### config.mk
export PLATFORM = sky130hd
export DESIGN_NAME = pdf_pin_mux
export DESIGN_NICKNAME = d
export VERILOG_FILES = /design/src/design/pdf_pin_mux.v /design/src/design/pdf_sync2.v
export VERILOG_INCLUDE_DIRS = /design/src /design/src/design
export SDC_FILE = /design/constraint.sdc
export NUM_CORES = 1
export LEC_CHECK = 0
export BUFFER_PORTS_ARGS = -buffer_cell sky130_fd_sc_hd__buf_2
export CAP_MARGIN = 20
export CORE_MARGIN = 5
export CORE_UTILIZATION = 48
export CTS_BUF_LIST = sky130_fd_sc_hd__clkbuf_16
export DETAILED_ROUTE_END_ITERATION = 10
export PLACE_DENSITY = 0.82
export SLEW_MARGIN = 5
export SYNTH_ARGS = -nofsm -noshare
export SYNTH_HDL_FRONTEND = slang
export SYNTH_SLANG_ARGS = --single-unit
### constraint.sdc
create_clock -name clk -period 1.1 [get_ports clk]
set_input_delay 0.275 -clock clk [delete_from_list [all_inputs] [get_ports clk]]
set_output_delay 0.275 -clock clk [all_outputs]
set_load 0.02 [all_outputs]
### src/design/pdf_pin_mux_consts.vh
// constants for the port d / port f pin function mux
`ifndef PDF_PIN_MUX_CONSTS_VH
`define PDF_PIN_MUX_CONSTS_VH

// configuration select codes on cfgSel
`define PDF_SEL_PF_PER 4'h0
`define PDF_SEL_PF_DIR 4'h1
`define PDF_SEL_PF_DATA 4'h2
`define PDF_SEL_PF_PULLUP 4'h3
`define PDF_SEL_PD_PER 4'h4
`define PDF_SEL_PD_DIR 4'h5
`define PDF_SEL_PD_DATA 4'h6
`define PDF_SEL_PD_PULLUP 4'h7
`define PDF_SEL_SYS_PSEL 4'h8

// reset values
`define PDF_RST_PF_PER 4'hf
`define PDF_RST_PF_DIR 4'h0
`define PDF_RST_PF_DATA 4'h0
`define PDF_RST_PF_PULLUP 4'hf
`define PDF_RST_PD_PER 6'h00
`define PDF_RST_PD_DIR 6'h00
`define PDF_RST_PD_DATA 6'h00
`define PDF_RST_PD_PULLUP 6'h3f
`define PDF_RST_SYS_PSEL 8'h00

// system peripheral select field positions
`define PDF_PSEL_PIN0_BIT 4
`define PDF_PSEL_PIN1_BIT 5

// bus drive control value that keeps outputs driven while the bus is idle
`define PDF_DRV_ALWAYS 1'b1

`endif

### src/design/pdf_pin_mux.v
// pin function mux for four port f pins and six port d pins
// What this block does
// - data-bus pins tri-state when bus idle
// - port f pins reset to data-bus function
// - port f data-bus unusable, only gpio works
// - each port f pin input or output
// - port f pullup bit n controls pin n
// - pin d0 gpio at reset, select cs2/can tx
// - pin d1 gpio at reset, select cs3/can rx
// - chip selects two, three tri-state when idle with bus drive control clear
// - chip selects four-seven tri-state, gpio at reset
// - chip selects come from memory interface unit
// - can receive input has internal pullup
// - port d pullup bit n controls pin n, except pin d1 in can rx mode, where the pullup is forced on
`timescale 1ns/100ps
`include "pdf_pin_mux_consts.vh"
module pdf_pin_mux (
  // clock and reset
  input wire clk,
  input wire srst,
  // configuration write port
  input wire cfgWrite,
  input wire [3:0] cfgSel,
  input wire [7:0] cfgData,
  // memory interface unit
  input wire busDriveControl,
  input wire busActive,
  input wire [7:2] chipSelectN,
  // second can controller
  input wire secondCanTransmit,
  output reg secondCanReceive,
  // port f pins
  input wire [3:0] pfPinIn,
  output reg [3:0] pfPinOut,
  output reg [3:0] pfPinOe,
  output reg [3:0] pfPullup,
  // port d pins
  input wire [5:0] pdPinIn,
  output reg [5:0] pdPinOut,
  output reg [5:0] pdPinOe,
  output reg [5:0] pdPullup,
  // gpio input readback
  output reg [3:0] pfGpioIn,
  output reg [5:0] pdGpioIn
);

  reg [3:0] pfPer;
  reg [3:0] pfDir;
  reg [3:0] pfData;
  reg [3:0] pfPull;
  reg [5:0] pdPer;
  reg [5:0] pdDir;
  reg [5:0] pdData;
  reg [5:0] pdPull;
  reg [7:0] sysPsel;
  wire [9:0] pinSync;
  reg [3:0] next_pfPinOut;
  reg [3:0] next_pfPinOe;
  reg [3:0] next_pfPullup;
  reg [5:0] next_pdPinOut;
  reg [5:0] next_pdPinOe;
  reg [5:0] next_pdPullup;
  reg next_secondCanReceive;
  reg csDrive;
  integer i;

  pdf_sync2 #(
    .WIDTH(10)
  ) u_sync (
    .clk(clk),
    .srst(srst),
    .asyncIn({pdPinIn, pfPinIn}),
    .syncOut(pinSync)
  );

  // configuration registers
  always @(posedge clk) begin
    if (srst) begin
      pfPer <= `PDF_RST_PF_PER;
      pfDir <= `PDF_RST_PF_DIR;
      pfData <= `PDF_RST_PF_DATA;
      pfPull <= `PDF_RST_PF_PULLUP;
      pdPer <= `PDF_RST_PD_PER;
      pdDir <= `PDF_RST_PD_DIR;
      pdData <= `PDF_RST_PD_DATA;
      pdPull <= `PDF_RST_PD_PULLUP;
      sysPsel <= `PDF_RST_SYS_PSEL;
    end else if (cfgWrite) begin
      case (cfgSel)
        `PDF_SEL_PF_PER: pfPer <= cfgData[3:0];
        `PDF_SEL_PF_DIR: pfDir <= cfgData[3:0];
        `PDF_SEL_PF_DATA: pfData <= cfgData[3:0];
        `PDF_SEL_PF_PULLUP: pfPull <= cfgData[3:0];
        `PDF_SEL_PD_PER: pdPer <= cfgData[5:0];
        `PDF_SEL_PD_DIR: pdDir <= cfgData[5:0];
        `PDF_SEL_PD_DATA: pdData <= cfgData[5:0];
        `PDF_SEL_PD_PULLUP: pdPull <= cfgData[5:0];
        `PDF_SEL_SYS_PSEL: sysPsel <= cfgData;
        default: sysPsel <= sysPsel;
      endcase
    end
  end

  // pin drive selection
  always @* begin
    csDrive = busActive || (busDriveControl == `PDF_DRV_ALWAYS);
    next_pfPullup = pfPull;
    next_pdPullup = pdPull;
    next_secondCanReceive = 1'b1;
    for (i = 0; i < 4; i = i + 1) begin
      if (pfPer[i]) begin
        // data-bus owner does not exist here, so the pin just floats
        next_pfPinOut[i] = 1'b0;
        next_pfPinOe[i] = 1'b0;
      end else begin
        next_pfPinOut[i] = pfData[i];
        next_pfPinOe[i] = pfDir[i];
      end
    end
    for (i = 0; i < 6; i = i + 1) begin
      // gpio path ignores the peripheral select entirely
      next_pdPinOut[i] = pdData[i];
      next_pdPinOe[i] = pdDir[i];
      if (pdPer[i]) begin
        next_pdPinOut[i] = chipSelectN[i+2];
        next_pdPinOe[i] = csDrive;
      end
    end
    if (pdPer[0] && sysPsel[`PDF_PSEL_PIN0_BIT]) begin
      // open drain: only a dominant low is driven
      next_pdPinOut[0] = 1'b0;
      next_pdPinOe[0] = ~secondCanTransmit;
    end
    if (pdPer[1] && sysPsel[`PDF_PSEL_PIN1_BIT]) begin
      next_pdPinOut[1] = 1'b0;
      next_pdPinOe[1] = 1'b0;
      next_pdPullup[1] = 1'b1;
      next_secondCanReceive = pinSync[5];
    end
  end

  // registered outputs; reset leaves every pin undriven with pullups on
  always @(posedge clk) begin
    if (srst) begin
      pfPinOut <= 4'h0;
      pfPinOe <= 4'h0;
      pfPullup <= `PDF_RST_PF_PULLUP;
      pdPinOut <= 6'h00;
      pdPinOe <= 6'h00;
      pdPullup <= `PDF_RST_PD_PULLUP;
      secondCanReceive <= 1'b1;
      pfGpioIn <= 4'h0;
      pdGpioIn <= 6'h00;
    end else begin
      pfPinOut <= next_pfPinOut;
      pfPinOe <= next_pfPinOe;
      pfPullup <= next_pfPullup;
      pdPinOut <= next_pdPinOut;
      pdPinOe <= next_pdPinOe;
      pdPullup <= next_pdPullup;
      secondCanReceive <= next_secondCanReceive;
      pfGpioIn <= pinSync[3:0];
      pdGpioIn <= pinSync[9:4];
    end
  end

endmodule

### src/design/pdf_sync2.v
// two flip-flop synchroniser for asynchronous pin inputs
`timescale 1ns/100ps
module pdf_sync2 #(
  parameter WIDTH = 1
) (
  // clock and reset
  input wire clk,
  input wire srst,
  // asynchronous input and synchronised output
  input wire [WIDTH-1:0] asyncIn,
  output reg [WIDTH-1:0] syncOut
);

  reg [WIDTH-1:0] stage1;

  // stage1 is read only by the second flop
  always @(posedge clk) begin
    if (srst) begin
      stage1 <= {WIDTH{1'b1}};
      syncOut <= {WIDTH{1'b1}};
    end else begin
      stage1 <= asyncIn;
      syncOut <= stage1;
    end
  end

endmodule

==> impl_metrics.ini <==
[die]
rows = 30
die_y_um = 94.20
coreArea_um2 = 6832
dieArea_um2 = 8874
start_util_pct = 49.82
dieWidth_um = 94.20
io_pins = 75

[sta]
setup_violations = 0
slew_headroom_pct = 74.09
fin_crit_sh_pct = 98.48
maxSlewViolCount = 0
fmax_mhz = 923.1
finalClockSkew_ns = 0.003356
finalSetupTns_ns = 0
rsz0062_at_grt = false
finalCriticalPeriod_ns = 1.083
hold_violations = 0
worstMarginPinSlew_ns = 0.3873

[route]
dr.pass1.iters = 4
routed_wl_mm = 6.054
drtAntennaViolNets = 0
num_vias = 2242
dr.first_iter.drc_count = 77
post_drt_via_cell_ratio = 4.566
drc_errors = 0
wl_per_cell_um = 12.33

[critical_path]
path_class = reg2out
worst-path-buf-inv = 1
slowest_delay_ns = 0.32
arrival_ns = 0.81
path_max_fanout = 1
cp_data_required_time_ns = 0.82
path_cells = buf_2
critPathTopFamily = flip-flops
critPathSlowestCell = dfxtp_1
end_kind = output pin
crit_path_start_kind = flip-flop

[cts]
cts-buffers-inserted = 9
cts_hold_buffers = 0
path_clk_slew_ns = 0.07
clock_latency_ns = 0.33
numClockSinks = 103
cts_resized = 3
tritoncts = yes
postCtsSetupBuffers = 0
htree_levels = 3
cts_buffer_depth = 2
clockRootBuffer = clkbuf_16

[global_route]
grt_pass1_vias = 2156
grt_max_degree = 41
grt_usage_pct = 14.68
grt.overflow.total = 0
antenna_found_initial = 0
grt_pass1_wl_mm = 10.03

[finish]
mostFrequentLayoutCells = dfxtp_1, mux2i_1, buf_2
n_antenna_cell = 0
layout.nets = 424
drive_above_1_share_pct = 32.15
syn2layout_area_growth_pct = 27.10
layout_commonest_cell = dfxtp_1

[pwr]
p_total_w = 0.007201
p_sw_share_pct = 22.44
clkPwrFrac_pct = 41.3
p_sw_w = 0.001616
combPwrFrac_pct = 5.4
p_int_w = 0.005585
p_per_area_nw_per_um2 = 1665
ir_drop_v = 0.0008723
seqPwrFrac_pct = 53.3
p_leak_nw = 1.884

[status]
status = finished clean

[synthesis]
syn-cell-area_um2 = 3403
yosys.cell_types.count = 24
synth_top_area_share_pct = 60.59
netlist.top_cell.by_area = dfxtp_1
synth_seq_cells = 103
syn-num-nets = 345
yosysWarnings = 0
syn_area_per_cell_um2 = 10.94
yosys-top-cells-area = dfxtp_1, mux2i_1, nand2b_1
ys_seq_area_share_pct = 60.59
synthCells = 311

[placement]
dp_hpwl_mm = 4.502
port_buffers = 72
place.gp.congestion = 0.7613

[hold_path]
hold_class = in2reg

[flow_run]
cap_violations = 0
[power by group through the flow]
stage	sequential, W	combinational (W)	clock [W]
global route	0.00385	0.000426	0.00324
detailed placement	0.00392	0.000380	0
global placement	0.00392	0.000372	0
CTS	0.00384	0.000384	0.00306
finish	0.00384	0.000390	0.00297
floorplan	0.00396	0.000176	0
[final timing paths]
path               startpoint           endpoint  slack, ns  cells past startpoint
min reg2reg  u_sync.stage1[9]  u_sync.syncOut[9]       0.41                      1
max reg2reg        sysPsel[4]         pdPinOe[0]       0.16                      2
min                pfPinIn[2]   u_sync.stage1[2]       0.11                      2
max               pdPinOut[4]        pdPinOut[4]       0.02                      1
[synth_stat cells, drive strengths merged]
master,count
or3,2
nor2b,12
nor2,32
nand3,1
buf,4
mux2i,46
o21ai,1
inv,9
or2,20
nand2b,39
or4,1
clkbuf,11
a21oi,4
dfxtp,103
o311ai,1
nor3,1
nand2,6
nor3b,1
and2,9
a211oi,4
nand3b,2
and3b,2
[metal layers]
metal,routed length [µm],vias to the layer above,global-route usage [%]
met5,0,-,0
met4,100,0,6.859
met3,324,7,4.327
met2,3065,40,24.65
met1,2562,1038,17.11
li1,-,1157,-
[flip-flops by register name (all words and copies together), names as in the netlist, 6 cells and up]
name / cells
pdData: 6
pdDir: 6
pdGpioIn: 6
pdPer: 6
pdPinOe: 6
pdPinOut: 6
pdPull: 6
pdPullup: 6
u_sync.stage1: 10
u_sync.syncOut: 10
[stage by stage]
stage | worst slack [ns] | instance area (µm²) | util, % | hold slack [ns] | cells
final | 0.01672 | 4325 | 63.32 | 0.1144 | 491
after global routing | 0.0001673 | 4325 | 63.32 | 0.1062 | 491
after detailed placement | -0.2115 | 3950 | 57.82 | 0.3923 | 475
after global placement | -0.1914 | 3950 | 57.82 | 0.3908 | 475
after CTS | 0.001504 | 4245 | 62.14 | 0.1035 | 491
after floorplan | -0.04820 | 3418 | - | 0.3788 | 311
[cell type report]
type / instances / area, µm²
Fill cell: 546 / 2506
Sequential cell: 103 / 2067
Multi-Input combinational cell: 184 / 1254
Timing Repair Buffer: 83 / 563.0
Clock buffer: 9 / 225.2
Tap cell: 96 / 120.1
Clock inverter: 7 / 62.56
Inverter: 9 / 33.78
[cell families after synthesis]
family                 count (synthesis)  share of synthesized area [%]
and+or+nand+nor                      128                          21.18
buffers and inverters                 24                          2.831
DFF                                  103                          60.59
AOI/OAI and AO/OA                     10                          1.875
muxes                                 46                          13.53
Note: power is estimated with default switching activity, not from simulation.
